File: config.mk
export PLATFORM = sky130hd
export DESIGN_NAME = srsbe_top
export DESIGN_NICKNAME = d
export VERILOG_FILES = /design/src/hw/srsbe_pkg.sv /design/src/hw/srsbe_top.sv /design/src/hw/srsbe_edge_sync.sv
export SDC_FILE = /design/constraint.sdc
export NUM_CORES = 1
export LEC_CHECK = 0
export BUFFER_PORTS_ARGS = -buffer_cell sky130_fd_sc_hd__buf_2
export CORE_MARGIN = 2
export CORE_UTILIZATION = 48
export DETAILED_ROUTE_END_ITERATION = 10
export PLACE_DENSITY = 0.79
export SYNTH_ARGS = -nofsm -noshare
export SYNTH_HDL_FRONTEND = slang
export SYNTH_SLANG_ARGS = --single-unit
File: constraint.sdc
create_clock -name hclk -period 2.3 [get_ports hclk]
set_input_delay 0 -clock hclk [delete_from_list [all_inputs] [get_ports hclk]]
set_output_delay 0 -clock hclk [all_outputs]
set_load 0.01 [all_outputs]
File: src/hw/srsbe_pkg.sv
/*
 * Constants, register map and symbol carriers for the serial-link
 * sideband block that ties the link reset pin and the multicast event
 * pin to the link.
 * Assumes a 50 MHz hclk and a link layer that presents one decoded
 * control symbol per cycle on a valid strobe.
 */
// Function
// - Four consecutive reset symbols plus enable drive reset low
// - Reset pin is output, input only in scan
// - Direction bit selects event pin input or output
// - Each input edge sends one multicast event symbol per trigger mask bit not already pending
// - Command from forward, symbol enable, trigger mask
// - Output pin toggles on captured command symbols
// - Device reset clears all logic and configuration
package srsbe_pkg;

    // Clock and timing
    localparam int CLK_PERIOD_NS = 20;
    localparam int RESET_PULSE_NS = 1000;
    localparam int RESET_PULSE_CYC =
        (RESET_PULSE_NS + CLK_PERIOD_NS - 1) / CLK_PERIOD_NS;
    localparam int RST_SYM_NEEDED = 4;
    localparam int SYNC_STAGES = 2;

    // Command field of a multicast event symbol
    localparam int CMD_W = 3;
    localparam int NUM_CMD = 1 << CMD_W;

    // Register byte offsets
    localparam logic [7:0] CTRL_OFS = 8'h00;
    localparam logic [7:0] FWD_OFS = 8'h04;
    localparam logic [7:0] TRIG_OFS = 8'h08;
    localparam logic [7:0] CAP_OFS = 8'h0C;
    localparam logic [7:0] STAT_OFS = 8'h10;

    // Control register fields
    localparam int SELF_RESET_ENABLE_BIT = 0;
    localparam int DIR_BIT = 1;
    // Forward control fields
    localparam int FWD_A_BIT = 0;
    localparam int MSYM_EN_BIT = 1;
    // Status fields
    localparam int ST_PIN_BIT = 0;
    localparam int ST_RSTOUT_BIT = 1;
    localparam int ST_RSTPIN_BIT = 2;
    localparam int ST_CNT_LSB = 4;
    localparam int ST_PEND_LSB = 8;

    // AHB encodings
    localparam logic [1:0] HTRANS_NONSEQ = 2'h2;
    localparam logic [1:0] HTRANS_SEQ = 2'h3;
    localparam logic [2:0] HSIZE_WORD = 3'h2;

    // Symbol received from the link layer
    typedef struct packed {
        logic valid;
        logic is_reset;
        logic is_multicast_event_pin;
        logic [CMD_W-1:0] cmd;
    } srsbe_rx_sym_type;

    // Multicast event symbol handed to the link layer
    typedef struct packed {
        logic valid;
        logic [CMD_W-1:0] cmd;
    } srsbe_tx_sym_type;

endpackage

File: src/hw/srsbe_top.sv
/*
 * Sideband logic: link reset output pin and multicast event pin,
 * configured over an AHB-Lite slave.
 * Assumes the link layer decodes control symbols and accepts one
 * outgoing event symbol per cycle when tx_ready is high; the pad ring
 * resolves the two-way pins from the enables.
 */
`timescale 1ns/10ps
module srsbe_top #(
    parameter int PULSE_CYC = srsbe_pkg::RESET_PULSE_CYC
) (
    // Clock and reset
    input wire logic hclk,
    input wire logic hresetn,
    // AHB-Lite slave
    input wire logic hsel,
    input wire logic [31:0] haddr,
    input wire logic [1:0] htrans,
    input wire logic hwrite,
    input wire logic [2:0] hsize,
    input wire logic [31:0] hwdata,
    input wire logic hready,
    output logic [31:0] hrdata,
    output logic hreadyout,
    output logic hresp,
    // Link symbols
    input wire srsbe_pkg::srsbe_rx_sym_type rx_sym,
    output srsbe_pkg::srsbe_tx_sym_type tx_sym,
    input wire logic tx_ready,
    // Scan test mode
    input wire logic scan_mode,
    // Link reset pin
    input wire logic link_reset_out_n_i,
    output logic link_reset_out_n_o,
    output logic link_reset_out_n_oe,
    // Multicast event pin
    input wire logic multicast_event_pin_i,
    output logic multicast_event_pin_o,
    output logic multicast_event_pin_oe
);

    localparam int CW = srsbe_pkg::CMD_W;
    localparam int NC = srsbe_pkg::NUM_CMD;
    localparam int PW = $clog2(PULSE_CYC + 1);

    generate
        if (PULSE_CYC < 1) begin : g_bad
            $error("srsbe_top needs PULSE_CYC of at least one");
        end
    endgenerate

    ////////////////////////////////////////////////////////////////////
    // Register bus

    logic self_reset_enable_r, self_reset_enable_nxt;
    logic event_pin_direction_r, event_pin_direction_nxt;
    logic forward_a_r, forward_a_nxt;
    logic multicast_symbol_enable_r, multicast_symbol_enable_nxt;
    logic [NC-1:0] event_trigger_enable_r, event_trigger_enable_nxt;
    logic [NC-1:0] event_capture_enable_r, event_capture_enable_nxt;
    logic wr_pend_r, wr_pend_nxt;
    logic [7:0] wr_addr_r, wr_addr_nxt;
    logic [31:0] rdata_r, rdata_nxt;
    logic [31:0] status;
    logic accept;

    // Event and reset state, declared here for the status word
    logic [2:0] rst_cnt_r, rst_cnt_nxt;
    logic [PW-1:0] pulse_r, pulse_nxt;
    logic pin_out_r, pin_out_nxt;
    logic [NC-1:0] pend_r, pend_nxt;
    srsbe_pkg::srsbe_tx_sym_type tx_r, tx_nxt;
    logic ev_level, ev_edge;

    assign accept = hsel && hready && htrans[1] &&
        hsize == srsbe_pkg::HSIZE_WORD;

    // Status word shows the block's state and the reset pin level
    always_comb begin
        status = '0;
        status[srsbe_pkg::ST_PIN_BIT] = event_pin_direction_r ?
            pin_out_r : ev_level;
        status[srsbe_pkg::ST_RSTOUT_BIT] = pulse_r != '0;
        status[srsbe_pkg::ST_RSTPIN_BIT] = link_reset_out_n_i;
        status[srsbe_pkg::ST_CNT_LSB +: 3] = rst_cnt_r;
        status[srsbe_pkg::ST_PEND_LSB +: NC] = pend_r;
    end

    // Writes land in the data phase; read data is captured at the
    // address phase, so the master's idle data phase keeps it fresh
    always_comb begin
        self_reset_enable_nxt = self_reset_enable_r;
        event_pin_direction_nxt = event_pin_direction_r;
        forward_a_nxt = forward_a_r;
        multicast_symbol_enable_nxt = multicast_symbol_enable_r;
        event_trigger_enable_nxt = event_trigger_enable_r;
        event_capture_enable_nxt = event_capture_enable_r;
        wr_pend_nxt = accept && hwrite;
        wr_addr_nxt = haddr[7:0];
        rdata_nxt = rdata_r;
        if (wr_pend_r) begin
            if (wr_addr_r == srsbe_pkg::CTRL_OFS) begin
                self_reset_enable_nxt = hwdata[srsbe_pkg::SELF_RESET_ENABLE_BIT];
                event_pin_direction_nxt = hwdata[srsbe_pkg::DIR_BIT];
            end else if (wr_addr_r == srsbe_pkg::FWD_OFS) begin
                forward_a_nxt = hwdata[srsbe_pkg::FWD_A_BIT];
                multicast_symbol_enable_nxt =
                    hwdata[srsbe_pkg::MSYM_EN_BIT];
            end else if (wr_addr_r == srsbe_pkg::TRIG_OFS) begin
                event_trigger_enable_nxt = hwdata[NC-1:0];
            end else if (wr_addr_r == srsbe_pkg::CAP_OFS) begin
                event_capture_enable_nxt = hwdata[NC-1:0];
            end
        end
        if (accept && !hwrite) begin
            rdata_nxt = '0;
            if (haddr[7:0] == srsbe_pkg::CTRL_OFS) begin
                rdata_nxt[srsbe_pkg::SELF_RESET_ENABLE_BIT] = self_reset_enable_r;
                rdata_nxt[srsbe_pkg::DIR_BIT] = event_pin_direction_r;
            end else if (haddr[7:0] == srsbe_pkg::FWD_OFS) begin
                rdata_nxt[srsbe_pkg::FWD_A_BIT] = forward_a_r;
                rdata_nxt[srsbe_pkg::MSYM_EN_BIT] =
                    multicast_symbol_enable_r;
            end else if (haddr[7:0] == srsbe_pkg::TRIG_OFS) begin
                rdata_nxt[NC-1:0] = event_trigger_enable_r;
            end else if (haddr[7:0] == srsbe_pkg::CAP_OFS) begin
                rdata_nxt[NC-1:0] = event_capture_enable_r;
            end else if (haddr[7:0] == srsbe_pkg::STAT_OFS) begin
                rdata_nxt = status;
            end
        end
    end

    // Configuration registers; device reset clears them
    always_ff @(posedge hclk or negedge hresetn) begin
        if (!hresetn) begin
            self_reset_enable_r <= 1'b0;
            event_pin_direction_r <= 1'b0;
            forward_a_r <= 1'b0;
            multicast_symbol_enable_r <= 1'b0;
            event_trigger_enable_r <= '0;
            event_capture_enable_r <= '0;
            wr_pend_r <= 1'b0;
            wr_addr_r <= '0;
            rdata_r <= '0;
        end else begin
            self_reset_enable_r <= self_reset_enable_nxt;
            event_pin_direction_r <= event_pin_direction_nxt;
            forward_a_r <= forward_a_nxt;
            multicast_symbol_enable_r <= multicast_symbol_enable_nxt;
            event_trigger_enable_r <= event_trigger_enable_nxt;
            event_capture_enable_r <= event_capture_enable_nxt;
            wr_pend_r <= wr_pend_nxt;
            wr_addr_r <= wr_addr_nxt;
            rdata_r <= rdata_nxt;
        end
    end

    // Zero wait states; unmapped addresses read zero, writes dropped
    assign hrdata = rdata_r;
    assign hreadyout = 1'b1;
    assign hresp = 1'b0;

    ////////////////////////////////////////////////////////////////////
    // Link reset pin

    // Count consecutive reset symbols; any other symbol restarts
    always_comb begin
        rst_cnt_nxt = rst_cnt_r;
        pulse_nxt = pulse_r;
        if (pulse_r != '0) begin
            pulse_nxt = pulse_r - PW'(1);
        end
        if (rx_sym.valid) begin
            if (!rx_sym.is_reset) begin
                rst_cnt_nxt = '0;
            end else if (rst_cnt_r == 3'(srsbe_pkg::RST_SYM_NEEDED - 1)) begin
                rst_cnt_nxt = '0;
                if (self_reset_enable_r) begin
                    pulse_nxt = PW'(PULSE_CYC);
                end
            end else begin
                rst_cnt_nxt = rst_cnt_r + 3'h1;
            end
        end
    end

    always_ff @(posedge hclk or negedge hresetn) begin
        if (!hresetn) begin
            rst_cnt_r <= '0;
            pulse_r <= '0;
        end else begin
            rst_cnt_r <= rst_cnt_nxt;
            pulse_r <= pulse_nxt;
        end
    end

    // Pin is released to the tester only in scan mode
    assign link_reset_out_n_o = pulse_r == '0;
    assign link_reset_out_n_oe = !scan_mode;

    ////////////////////////////////////////////////////////////////////
    // Multicast event pin

    srsbe_edge_sync #(
        .STAGES(srsbe_pkg::SYNC_STAGES)
    ) u_sync (
        .hclk(hclk),
        .hresetn(hresetn),
        .pin_in(multicast_event_pin_i),
        .level(ev_level),
        .edge_pulse(ev_edge)
    );

    // Edges queue one symbol per trigger mask bit; a new edge merges
    // with a still-pending command, so very fast edges may coalesce
    always_comb begin
        pend_nxt = pend_r;
        tx_nxt = tx_r;
        pin_out_nxt = pin_out_r;
        if (tx_r.valid && tx_ready) begin
            tx_nxt.valid = 1'b0;
        end
        if (!tx_nxt.valid) begin
            for (int i = NC - 1; i >= 0; i--) begin
                if (pend_r[i]) begin
                    tx_nxt.valid = 1'b1;
                    tx_nxt.cmd = CW'(i);
                end
            end
            if (tx_nxt.valid && !tx_r.valid) begin
                pend_nxt[tx_nxt.cmd] = 1'b0;
            end else if (tx_nxt.valid && tx_ready) begin
                pend_nxt[tx_nxt.cmd] = 1'b0;
            end
        end
        // New edge set wins over the bit just cleared
        if (!event_pin_direction_r && ev_edge && forward_a_r &&
            multicast_symbol_enable_r) begin
            pend_nxt = pend_nxt | event_trigger_enable_r;
        end
        if (event_pin_direction_r && rx_sym.valid && rx_sym.is_multicast_event_pin &&
            event_capture_enable_r[rx_sym.cmd]) begin
            pin_out_nxt = !pin_out_r;
        end
    end

    always_ff @(posedge hclk or negedge hresetn) begin
        if (!hresetn) begin
            pend_r <= '0;
            tx_r <= '0;
            pin_out_r <= 1'b0;
        end else begin
            pend_r <= pend_nxt;
            tx_r <= tx_nxt;
            pin_out_r <= pin_out_nxt;
        end
    end

    assign tx_sym = tx_r;
    assign multicast_event_pin_o = pin_out_r;
    assign multicast_event_pin_oe = event_pin_direction_r;

endmodule

File: src/hw/srsbe_edge_sync.sv
/*
 * Synchroniser and edge detector for one asynchronous pin.
 * Assumes the pin may change at any time relative to hclk.
 */
`timescale 1ns/10ps
module srsbe_edge_sync #(
    parameter int STAGES = srsbe_pkg::SYNC_STAGES
) (
    // Clock and reset
    input wire logic hclk,
    input wire logic hresetn,
    // Pin and results
    input wire logic pin_in,
    output logic level,
    output logic edge_pulse
);

    logic [STAGES-1:0] sync_r;
    logic [STAGES-1:0] sync_nxt;
    logic prev_r;
    logic prev_nxt;

    generate
        if (STAGES < 2) begin : g_bad
            $error("srsbe_edge_sync needs at least two stages");
        end
    endgenerate

    // Shift chain; only the last stage is looked at
    always_comb begin
        sync_nxt = {sync_r[STAGES-2:0], pin_in};
        prev_nxt = sync_r[STAGES-1];
    end

    // Registers
    always_ff @(posedge hclk or negedge hresetn) begin
        if (!hresetn) begin
            sync_r <= '0;
            prev_r <= 1'b0;
        end else begin
            sync_r <= sync_nxt;
            prev_r <= prev_nxt;
        end
    end

    // Both edges count; one pulse per settled change
    assign level = sync_r[STAGES-1];
    assign edge_pulse = sync_r[STAGES-1] ^ prev_r;

endmodule

**Yosys cells after proc, flatten, opt, wreduce, memory -nomap -nowiden**

Cells that the tools add are included.

- Register bits: 86
- Input port bits: 84
- Output and inout bits: 42
- Logic and storage cells: 102

- $add $sub $neg: 2
- Magnitude comparators: 3
- Equal/unequal tests: 9
- Muxes and demuxes: 36
- Bitwise logic cells: 7
- Reductions and logical operators: 28

Operators with widths:

| cell | count |
|---|---|
| two-way mux 8 bit | 8 |
| two-way mux 4 bit | 10 |
| equality test 8 x 4 -> 1 bit, second input constant | 4 |
| two-way mux 30 bit | 1 |
| two-way mux 6 bit | 5 |
| equality test 8 x 3 -> 1 bit, second input constant | 2 |
| zero test 8 bit | 2 |
| two-way mux 16 bit | 1 |
| logical AND 1 bit | 15 |
| two-way mux 14 bit | 1 |
| bitwise AND 8 bit | 1 |
| equality test 8 x 5 -> 1 bit, second input constant | 1 |
| less-than comparator 3 x 4 -> 1 bit, second input constant | 2 |
| inverter 8 bit | 1 |
| OR 8 bit | 1 |
| equality test 3 x 2 -> 1 bit, second input constant | 2 |
| zero test 6 bit | 1 |
| two-way mux 3 bit | 2 |
| nonzero test 6 bit | 1 |
| subtractor 6 x 1 -> 6 bit, second input constant | 1 |
| zero test 1 bit | 5 |
| AND reduction 5 bit | 1 |
| two-way mux 1 bit | 4 |
| two-way mux 2 bit | 2 |
| 9 further kinds | 11 |

**Longest topological paths before layout**

Gate-level depths: netlist (run 1).

- Depth in word-level cells: 20
- Mapped depth: 6

**By module**

A second synthesis (run 1) with hierarchy kept.

- Cells, all modules: 273
- Area, all modules: 3230.6 um^2

Modules (own cells, without submodules):

| module | instances | cells an instance | area an instance (um^2) | seq. area each (um^2) |
|---|---|---|---|---|
| srsbe_top | 1 | 269 | 3146.8 | 1676.6 |
| srsbe_edge_sync | 1 | 4 | 83.8 | 75.1 |

**Least setup slack after synthesis (run 1)**

OpenSTA, ideal clock, no wires.

- Path kind: register to register
- From: register wr_addr_r[4]
- To: register event_pin_direction_r, in the netlist multicast_event_pin_oe
- Library setup time: 0.125 ns
- Data arrival time: 1.692 ns
- Data required time: 2.175 ns
- Setup slack: 0.483 ns
- Cell stages (with the launch flop): 5
- Clock period less this slack: 1.817 ns
- Path through: dfrtp_1 > or4b_4 > nor4_4 > nor3b_2 > mux2_2

- Cells in the longest elaborated chain, start to end: 2

RTL lines:

| what | line | source |
|---|---|---|
| start: declaration | srsbe_top.sv:62 | `logic [7:0] wr_addr_r, wr_addr_nxt;` |
| start signal: assignment | srsbe_top.sv:154 | `wr_addr_r <= wr_addr_nxt;` |
| zero test 8 bit | srsbe_top.sv:102 | `if (wr_addr_r == srsbe_pkg::CTRL_OFS) begin` |
| AND reduction 2 bit (no line) | -- |  |
| end signal: assignment | srsbe_top.sv:148 | `event_pin_direction_r <= event_pin_direction_nxt;` |
| end: declaration | srsbe_top.sv:56 | `logic event_pin_direction_r, event_pin_direction_nxt;` |

No other way between the ends.
A chain may end at the register's enable or synchronous reset.

**Final worst setup path (run 1)**

Ends and elaborated chain as after synthesis.

==> impl_metrics.json, run 1 <==
{
  "crit_type": "flip-flop to flip-flop",
  "first_pass_iters": 4,
  "grt_pass1_wl_um": 11800,
  "max_freq_ghz": 0.502,
  "antenna_cells": 0,
  "async_flop_share_pct": 100,
  "slew_viol_final": 0,
  "clk_pin_slew_ps": 70,
  "final_cell_mix": "dfrtp_1 (70), buf_2 (58), dlygate4sd3_1 (25), mux2_2 (22), nand2_1 (20)",
  "worstHoldPathType": "input pin to flip-flop",
  "tritoncts": "done",
  "fp.coreArea_mm2": 0.00639,
  "grt_pass1_vias": 2418,
  "synth_edf_count": 0,
  "preCtsSetupSlack_ps": 358,
  "antenna_found_initial": 0,
  "crit_family": "simple AND/OR/NAND/NOR gates",
  "dieArea_mm2": 0.00734,
  "die_x_um": 85.7,
  "cpPeakStageDelay_ps": 550,
  "ys_warn_count": 0,
  "nFillCells": 526,
  "cp-start-kind": "flip-flop",
  "worstMarginPinSlew_ps": 742,
  "max_slew_margin_pct": 50.5,
  "avgViaCountPerCell": 5.36,
  "vdd_drop_max_mv": 0.378,
  "overflow": 0,
  "period_minus_slack_ps": 1990,
  "layout-drive-gt1-share_pct": 29.2,
  "final_common_cell": "dfrtp_1",
  "numCtsBuffers": 9,
  "num_vias": 2380,
  "io-pin-count": 126,
  "die_h_um": 85.7,
  "ys_ff_latch": 70,
  "postRouteAntennaNets": 0,
  "multi_input_area_mm2": 0.00131,
  "seqCellArea_mm2": 0.00175,
  "clockRootBuffer": "clkbuf_8",
  "track_usage_pct": 21.2,
  "path_depth": 4,
  "synthDistinctLibCells": 43,
  "syn_avg_cell_area_um2": 11.7,
  "io_buffers": 58,
  "grt_max_degree": 39,
  "initial_core_util_pct": 50.1,
  "synth_ff_type": "dfrtp_1",
  "syn_to_final_growth_pct": 23.1,
  "cellPowerDensity_mw_per_mm2": 725,
  "post_cts_resized": 0,
  "wl_um": 7210,
  "syn_area_mm2": 0.00320,
  "worstSkewPairLatency_ps": 340,
  "power_mw": 2.86,
  "setup_slack_ps": 308,
  "post-route-drc-count": 0,
  "rsz0062_at_grt": "false",
  "final_nets": 449,
  "synthCells": 273,
  "yosysSeqAreaShare_pct": 54.7,
  "drt_iter0_drc": 211,
  "r2r_cells": 4,
  "hpwl_um": 5040,
  "cp.required_ps": 2530,
  "rows": 29,
  "setup_viol": 0,
  "crit_chain": "or4b_4 -> nor4_4 -> nor3b_2 -> mux2_2",
  "leakage_nw": 1.89,
  "crit_path_end_kind": "flip-flop",
  "cap_violations": 0,
  "htreeDepth": 3,
  "final.period_utilization_pct": 86.6,
  "hold_violations": 0,
  "status": "finished clean",
  "final.setup.tns_ps": 0,
  "crit_path_max_fanout": 4,
  "cts_sinks": 70,
  "wl_per_cell_um": 16.2,
  "critPathSlowestCell": "or4b_4",
  "gp_congestion": 0.836,
  "hold_path_depth": 3,
  "arrival_ps": 2220,
  "skew_ps": 5.35,
  "clock_path_buffers": 2,
  "critical_path_buf_inv_count": 0
}
-- final timing paths --
path | startpoint | endpoint | slack [ps]
hold / removal | tx_ready | pend_r[0]$_DFF_PN0_ | 50
hold reg to reg | u_sync.sync_r[0]$_DFF_PN0_ | u_sync.sync_r[1]$_DFF_PN0_ | 350
setup reg to reg | wr_addr_r[4]$_DFF_PN0_ | multicast_event_pin_oe$_DFFE_PN0P_ | 310
max in group asynchronous | hresetn | pend_r[0]$_DFF_PN0_ | 1370
min in group asynchronous | hresetn | wr_addr_r[1]$_DFF_PN0_ | 270
setup / recovery | wr_addr_r[4]$_DFF_PN0_ | multicast_event_pin_oe$_DFFE_PN0P_ | 310
-- cell type report --
| cell class | count | share of cell area, % |
|---|---|---|
| Clock inverter | 4 | 0.571 |
| Clock buffer | 12 | 3.68 |
| Multi-Input combinational cell | 185 | 33.3 |
| Inverter | 10 | 0.952 |
| Tap cell | 77 | 2.44 |
| Sequential cell | 70 | 44.4 |
| Timing Repair Buffer | 86 | 14.6 |
-- logic make-up (layout without fill, tap and decap cells) --
| kind of cell | count (synthesis) | after routing | share of synthesized area (%) |
|---|---|---|---|
| compound gates | 58 | 58 | 12.3 |
| other cells | 2 | 18 | 0.235 |
| mux | 29 | 29 | 10.7 |
| buf+inv | 34 | 112 | 6.14 |
| xor+xnor | 7 | 7 | 1.92 |
| flops | 70 | 70 | 54.7 |
| simple gates | 70 | 70 | 12.8 |
| fa+ha+maj | 3 | 3 | 1.17 |
-- metrics by stage --
stage          hold WS (ps)  instance area (um^2)  util, %  instances
2_1_floorplan          -296                  3260        -        289
3_3_place_gp           94.0                  3520     55.2        403
6_report               51.8                  3940     61.7        444
3_5_place_dp            107                  3520     55.2        403
4_1_cts                39.2                  3940     61.7        444
5_1_grt                58.7                  3940     61.7        444
-- cells in the mapped netlist, drive strengths merged, types with 3 or more instances --
cell    count  share of area (%)
o31ai       3               0.70
inv        10                1.2
nand3       5               0.94
o21ai      15                2.3
a21oi      11                1.7
nand2      20                2.3
mux2i       5                1.6
nand4       3               0.59
nor2b       4               0.78
nor2       12                1.4
nand2b      7                1.4
ha          3                1.2
mux2       22                7.7
xnor2       5                1.4
a22oi       5                1.2
a22o       16                4.4
nor3        5               0.94
clkbuf      5               0.59
nand3b      3               0.82
dfrtp      70                 55
buf        19                4.4
-- flip-flops by register name (all words and copies together), names as in the netlist --
name,flops
multicast_event_pin_oe,1
wr_addr_r,8
tx_sym,4
self_reset_enable_r,1
multicast_symbol_enable_r,1
hrdata,16
event_trigger_enable_r,8
pulse_r,6
rst_cnt_r,3
u_sync.prev_r,1
forward_a_r,1
pend_r,8
event_capture_enable_r,8
multicast_event_pin_o,1
wr_pend_r,1
u_sync.sync_r,2
-- worst register-to-register path, cell delays in order, from the launching register on --
cell and delay [ps]:
dfrtp_1 380, or4b_4 550, nor4_4 290, nor3b_2 310, mux2_2 360
-- where the power goes --
group | leakage (nW) | total [mW] | switching, mW | internal [mW]
clock network | 0.0861 | 0.853 | 0.437 | 0.416
registers | 0.872 | 1.49 | 0.130 | 1.36
logic | 0.930 | 0.512 | 0.260 | 0.251
total | 1.89 | 2.86 | 0.828 | 2.03
-- layer usage --
metal	track usage, %	routed length, um
met1	27.1	3120
met2	34.7	3520
met3	3.95	397
met4	10.4	178
met5	0	0
-- what timing repair did --
action	in CTS	in global routing
hold buffers	25	0
hold endpoints to repair	66	0
setup endpoints to repair	0	0
setup buffers	0	0
(Power assumes the default switching activity.)
==> run 2, diff against run 1 <==
Settings changed: CORE_UTILIZATION 48 to 40, CTS_CLUSTER_SIZE set to 12, PLACE_DENSITY 0.79 to 0.68.
==> run 2 against run 1 <==
Sequential share of layout area about the same. Clock-buffer cell count unchanged. Maximum frequency increased by 2.3%. Critical path type unchanged.
==> impl_metrics.json, run 2 (synthesis gave the netlist of run 1 again) <==
{
  "largest_register_ffs": 16,
  "setup_slack_ps": 353,
  "final_cell_mix": "dfrtp_1 (70), buf_2 (58), dlygate4sd3_1 (24), mux2_2 (22), nand2_1 (20)",
  "hold-worst-slack_ps": 59.3,
  "period_minus_slack_ps": 1950,
  "tritoncts": "done",
  "multi_input_area_mm2": 0.00131,
  "htreeDepth": 3,
  "syn_to_final_growth_pct": 23.0,
  "hold_violations": 0,
  "gp_congestion": 0.790,
  "status": "finished clean",
  "num_vias": 2316,
  "final.period_utilization_pct": 84.7,
  "vdd_drop_max_mv": 0.302,
  "io_buffers": 58,
  "skew_ps": 6.76,
  "p_sw_share_pct": 27.9,
  "wl_per_cell_um": 14.5,
  "final_nets": 448,
  "fp.coreArea_mm2": 0.00773,
  "leakage_nw": 1.88,
  "nFillCells": 696,
  "rows": 32,
  "grt_pass1_wl_um": 11300,
  "rrSetupSlack_ps": 350,
  "arrival_ps": 2170,
  "rsz0062_at_grt": "false",
  "post-route-drc-count": 0,
  "crit_chain": "or4b_4 -> nor4_4 -> nor3b_2 -> mux2_2",
  "postRouteAntennaNets": 0,
  "post_cts_resized": 0,
  "intPower_mw": 2.01,
  "rr_startpoint": "wr_addr_r[4]$_DFF_PN0_",
  "avgViaCountPerCell": 4.97,
  "io-pin-count": 126,
  "initial_core_util_pct": 41.4,
  "fin_area_mm2": 0.00394,
  "crit_path_max_fanout": 4,
  "grt_pass1_vias": 2242,
  "r2r_cells": 4,
  "antenna_found_initial": 0,
  "layout-drive-gt1-share_pct": 28.8,
  "pwr-share-comb_pct": 17.6,
  "dieArea_mm2": 0.00873,
  "first_pass_iters": 4,
  "worstHoldPathType": "input pin to flip-flop",
  "worstMarginPinSlew_ps": 858,
  "hold_end": "pend_r[0]$_DFF_PN0_",
  "cp-start-kind": "flip-flop",
  "p_clk_share_pct": 29.3,
  "seqCellArea_mm2": 0.00175,
  "hpwl_um": 4900,
  "crit_path_end_kind": "flip-flop",
  "overflow": 0,
  "drt_iter0_drc": 103,
  "final_common_cell": "dfrtp_1",
  "clk_pin_slew_ps": 70,
  "cap_violations": 0,
  "cp.required_ps": 2520,
  "preCtsSetupSlack_ps": 358,
  "critPathSlowestCell": "or4b_4",
  "worstSkewPairLatency_ps": 330,
  "slew_viol_final": 0,
  "place_area_mm2": 0.00354,
  "grt_max_degree": 71,
  "clockRootBuffer": "clkbuf_8",
  "track_usage_pct": 17.0,
  "cpPeakStageDelay_ps": 540,
  "die_x_um": 93.5,
  "cts_sinks": 70,
  "final_util_pct": 51.0,
  "reg2reg_to": "self_reset_enable_r$_DFFE_PN0P_",
  "p_sw_mw": 0.778,
  "numCtsBuffers": 9,
  "clock_path_buffers": 2,
  "min_from": "tx_ready",
  "wl_um": 6770,
  "cellPowerDensity_mw_per_mm2": 709,
  "hold_path_depth": 3,
  "antenna_cells": 0,
  "final.setup.tns_ps": 0,
  "p_seq_share_pct": 53.2,
  "setup_viol": 0,
  "die_h_um": 93.5,
  "crit_type": "flip-flop to flip-flop",
  "max_freq_ghz": 0.514,
  "max_slew_margin_pct": 42.8
}
[run 2: cell types whose count changed in the layout (fill, tap and decap cells not counted), sizes merged]
cell	change
dlygate4sd3	-1
clkinvlp	-1
clkinv	-1
[run 2: area by class of cell]
| type | count | share of cell area, % |
|---|---|---|
| tap | 102 | 3.24 |
| timing repair buffer | 85 | 14.0 |
| sequential | 70 | 44.5 |
| multi-input combinational | 185 | 33.3 |
| clock buffer | 12 | 3.69 |
| clock inverter | 2 | 0.254 |
| inverter | 10 | 0.953 |
[run 2: worst max-delay path by stage]
stage                                    endpoint                   start  slack [ps]  cells past startpoint
6_report          self_reset_enable_r$_DFFE_PN0P_  wr_addr_r[4]$_DFF_PN0_         350                      4
5_1_grt           self_reset_enable_r$_DFFE_PN0P_  wr_addr_r[4]$_DFF_PN0_         280                      4
4_1_cts           self_reset_enable_r$_DFFE_PN0P_  wr_addr_r[4]$_DFF_PN0_         340                      4
3_5_place_dp      self_reset_enable_r$_DFFE_PN0P_  wr_addr_r[4]$_DFF_PN0_         360                      4
3_3_place_gp   multicast_event_pin_oe$_DFFE_PN0P_  wr_addr_r[4]$_DFF_PN0_         370                      4
2_1_floorplan  multicast_event_pin_oe$_DFFE_PN0P_  wr_addr_r[4]$_DFF_PN0_         480                      4
[run 2: critical path, delay by kind of cell, from the launching register on]
kind,cells,cell delay [ps]
simple gates,3,1100
flops,1,370
mux,1,360
[run 2: what timing repair did]
| action | 4_1_cts | 5_1_grt |
|---|---|---|
| hold buffers | 24 | 0 |
| endpoints found under the hold margin | 104 | 0 |
| setup buffers | 0 | 0 |
[run 2: power by group through the flow]
| stage | logic [mW] | clock network, mW | registers (mW) |
|---|---|---|---|
| 3_3_place_gp | 0.449 | 0 | 1.50 |
| 4_1_cts | 0.495 | 0.842 | 1.48 |
| 3_5_place_dp | 0.465 | 0 | 1.51 |
| 5_1_grt | 0.564 | 0.903 | 1.50 |
| 6_report | 0.490 | 0.817 | 1.48 |
| 2_1_floorplan | 0.330 | 0 | 1.48 |
[run 2: per-layer routing]
layer  GRT usage, %  up-vias  wire (um)
li1               -     1114          -
met1           23.2     1128       3130
met2           26.1       60       3170
met3           3.22       14        328
met4           7.84        0        148
met5              0        -          0
[run 2: stage by stage]
stage | cells | power [mW]
2_1_floorplan | 289 | 1.81
3_3_place_gp | 428 | 1.95
3_5_place_dp | 428 | 1.97
4_1_cts | 466 | 2.82
5_1_grt | 466 | 2.97
6_report | 466 | 2.79
==> run 3, diff against run 2 <==
Settings changed: ABC_AREA set to 1, PLACE_DENSITY 0.68 to 0.67.
Clock period 2.3 ns to 1.82 ns, I/O delays scaled along.
==> run 3 against run 2 <==
Via count up 25%. Routed wire length up 12%. Power rose by 47%. Die area up 6.8%. Area after synthesis grew 7.2%. Synthesized cell count is 53% higher. Clock skew decreased by 0.72 ps. First-iteration DRC count increased by 8.7%. Sequential power grew 28%. Clock power is 36% higher. Critical endpoint is now wr_pend_r$_DFF_PN0_. Highest routed layer unchanged.
==> impl_metrics.json, run 3 <==
{
  "vdd_drop_max_mv": 0.524,
  "critPathSlowestCell": "dlygate4sd3_1",
  "cts_sinks": 70,
  "wl_um": 7620,
  "status": "finished clean",
  "nFillCells": 805,
  "clockRootBuffer": "clkbuf_8",
  "crit_path_end_kind": "flip-flop",
  "antenna_cells": 0,
  "worstSkewPairLatency_ps": 340,
  "synth_largest_area_cell": "dfrtp_1",
  "gp_congestion": 0.809,
  "postRouteAntennaNets": 0,
  "grt_pass1_vias": 2721,
  "hold_violations": 0,
  "grt_util_met1_pct": 22.9,
  "preCtsSetupSlack_ps": 338,
  "synthDistinctLibCells": 32,
  "rows": 33,
  "wl_per_cell_um": 12.3,
  "clk_pin_slew_ps": 70,
  "power_mw": 4.10,
  "worstHoldPathType": "input pin to flip-flop",
  "syn_area_mm2": 0.00343,
  "worstMarginPinSlew_ps": 554,
  "dieArea_mm2": 0.00933,
  "rsz0062_at_grt": "false",
  "crit_type": "input pin to flip-flop",
  "final_nets": 595,
  "layout-drive-gt1-share_pct": 20.5,
  "yosysTopAreaCellShare_pct": 51.1,
  "max_freq_ghz": 0.563,
  "final_cell_mix": "nand2_1 (130), dfrtp_1 (70), buf_2 (58), inv_1 (47), dlygate4sd3_1 (26)",
  "initial_core_util_pct": 41.5,
  "syn_avg_cell_area_um2": 8.22,
  "post-cts-setup-buffers": 0,
  "synth_edf_count": 0,
  "io_buffers": 58,
  "fin_area_mm2": 0.00421,
  "setup_slack_ps": 45.3,
  "cellPowerDensity_mw_per_mm2": 974,
  "busiest_layer": "met2",
  "setup_viol": 0,
  "final_util_pct": 51.0,
  "grt_max_degree": 35,
  "grt_util_met3_pct": 3.34,
  "avgViaCountPerCell": 4.68,
  "syn_to_final_growth_pct": 22.8,
  "post-route-drc-count": 0,
  "die_h_um": 96.6,
  "dp_cells": 576,
  "synth_area_leaders": "dfrtp_1 (51%), nand2_1 (14%), inv_1 (5.1%)",
  "final.period_utilization_pct": 97.5,
  "place_area_mm2": 0.00378,
  "arrival_ps": 2040,
  "cpPeakStageDelay_ps": 570,
  "cpMostUsedCell": "dlygate4sd3_1",
  "leakage_nw": 2.31,
  "num_vias": 2888,
  "finalNonFillerCells": 617,
  "hold-worst-slack_ps": 20.2,
  "cp.required_ps": 2090,
  "io-pin-count": 126,
  "use_met2_pct": 29.2,
  "final_common_cell": "nand2_1",
  "first_pass_iters": 4,
  "ys_ff_latch": 70,
  "tritoncts": "done",
  "hpwl_um": 5500,
  "grt_pass1_wl_um": 12400,
  "final.setup.tns_ps": 0,
  "crit_chain": "dlygate4sd3_1 -> buf_2 -> nor2_2 -> dlygate4sd3_1 -> nand2_1 -> dlygate4sd3_1 -> nor2_1",
  "htreeDepth": 3,
  "drt_iter0_drc": 112,
  "crit_path_max_fanout": 2,
  "max_slew_margin_pct": 63.1,
  "numCtsBuffers": 9,
  "die_x_um": 96.6,
  "clock_path_buffers": 2,
  "overflow": 0,
  "largest_register_ffs": 16,
  "yosysMostFrequentCell": "nand2_1",
  "fp.coreArea_mm2": 0.00826,
  "synth_ff_type": "dfrtp_1",
  "cp-start-kind": "input pin",
  "track_usage_pct": 17.7,
  "yosysSeqAreaShare_pct": 51.1,
  "antenna_found_initial": 0,
  "cap_violations": 0,
  "synthCells": 417,
  "async_flop_share_pct": 100,
  "skew_ps": 6.04,
  "slew_viol_final": 0,
  "period_minus_slack_ps": 1770,
  "ys_warn_count": 0,
  "synth_commonest_cells": "nand2_1 (130), dfrtp_1 (70), inv_1 (47), nand3_1 (24), buf_4 (18)"
}
-- run 3: final timing paths --
path                                            start                                     to  slack [ps]  cells after the start
max                                          hsize[2]                    wr_pend_r$_DFF_PN0_          50                      7
min                                          tx_ready                    pend_r[1]$_DFF_PN0_          20                      4
max reg2reg                  rst_cnt_r[1]$_DFFE_PN0P_               rst_cnt_r[0]$_DFFE_PN0P_         230                      7
min reg2reg                u_sync.sync_r[0]$_DFF_PN0_             u_sync.sync_r[1]$_DFF_PN0_         360                      0
max in group asynchronous                     hresetn  multicast_symbol_enable_r$_DFFE_PN0P_        1020                      3
min in group asynchronous                     hresetn  event_capture_enable_r[5]$_DFFE_PN0P_         170                      2
-- run 3: critical path: cells and delay by family --
| family | cells | cell delay [ps] |
|---|---|---|
| AND/OR/NAND/NOR | 3 | 260 |
| buffers and inverters | 4 | 1800 |
-- run 3: power breakdown --
group          switching, mW  leakage, nW  internal (mW)  total (mW)
combinational          0.687         1.41          0.416        1.10
clock                  0.548       0.0865          0.562        1.11
sequential             0.134        0.818           1.75        1.89
total                   1.37         2.31           2.73        4.10
-- run 3: cell families (layout without fill, tap and decap cells) --
group           after synthesis  after routing  synth area share (%)
other cells                   2             18                 0.219
simple gates                196            196                  25.0
compound gates               62             62                  10.8
flops                        70             70                  51.1
fa+ha+maj                     3              3                  1.09
buf+inv                      82            161                  11.3
xor+xnor                      2              2                 0.511
-- run 3: area by class of cell --
| cell class | instances | area (um^2) | share of cell area, % |
|---|---|---|---|
| clock inverters | 1 | 5.00 | 0.119 |
| repair buffers | 87 | 586 | 13.9 |
| flip-flops and latches | 70 | 1750 | 41.6 |
| inverters | 59 | 221 | 5.26 |
| multi-input cells | 281 | 1350 | 32.1 |
| clock buffers | 14 | 163 | 3.86 |
| well taps | 105 | 131 | 3.12 |
-- run 3: layer usage --
layer  part of all wire [%]  up-vias  wire length [um]
met5                      0        -                 0
met4                   0.77        0                59
met3                    4.6        7               353
met2                     49       78              3730
met1                     46     1329              3470
li1                       -     1474                 -
-- run 3: what timing repair did --
| action | 4_1_cts | 5_1_grt |
|---|---|---|
| setup endpoints to repair | 0 | 1 |
| gates resized for setup | 0 | 1 |
| hold endpoints to repair | 55 | 0 |
| hold buffers | 26 | 0 |
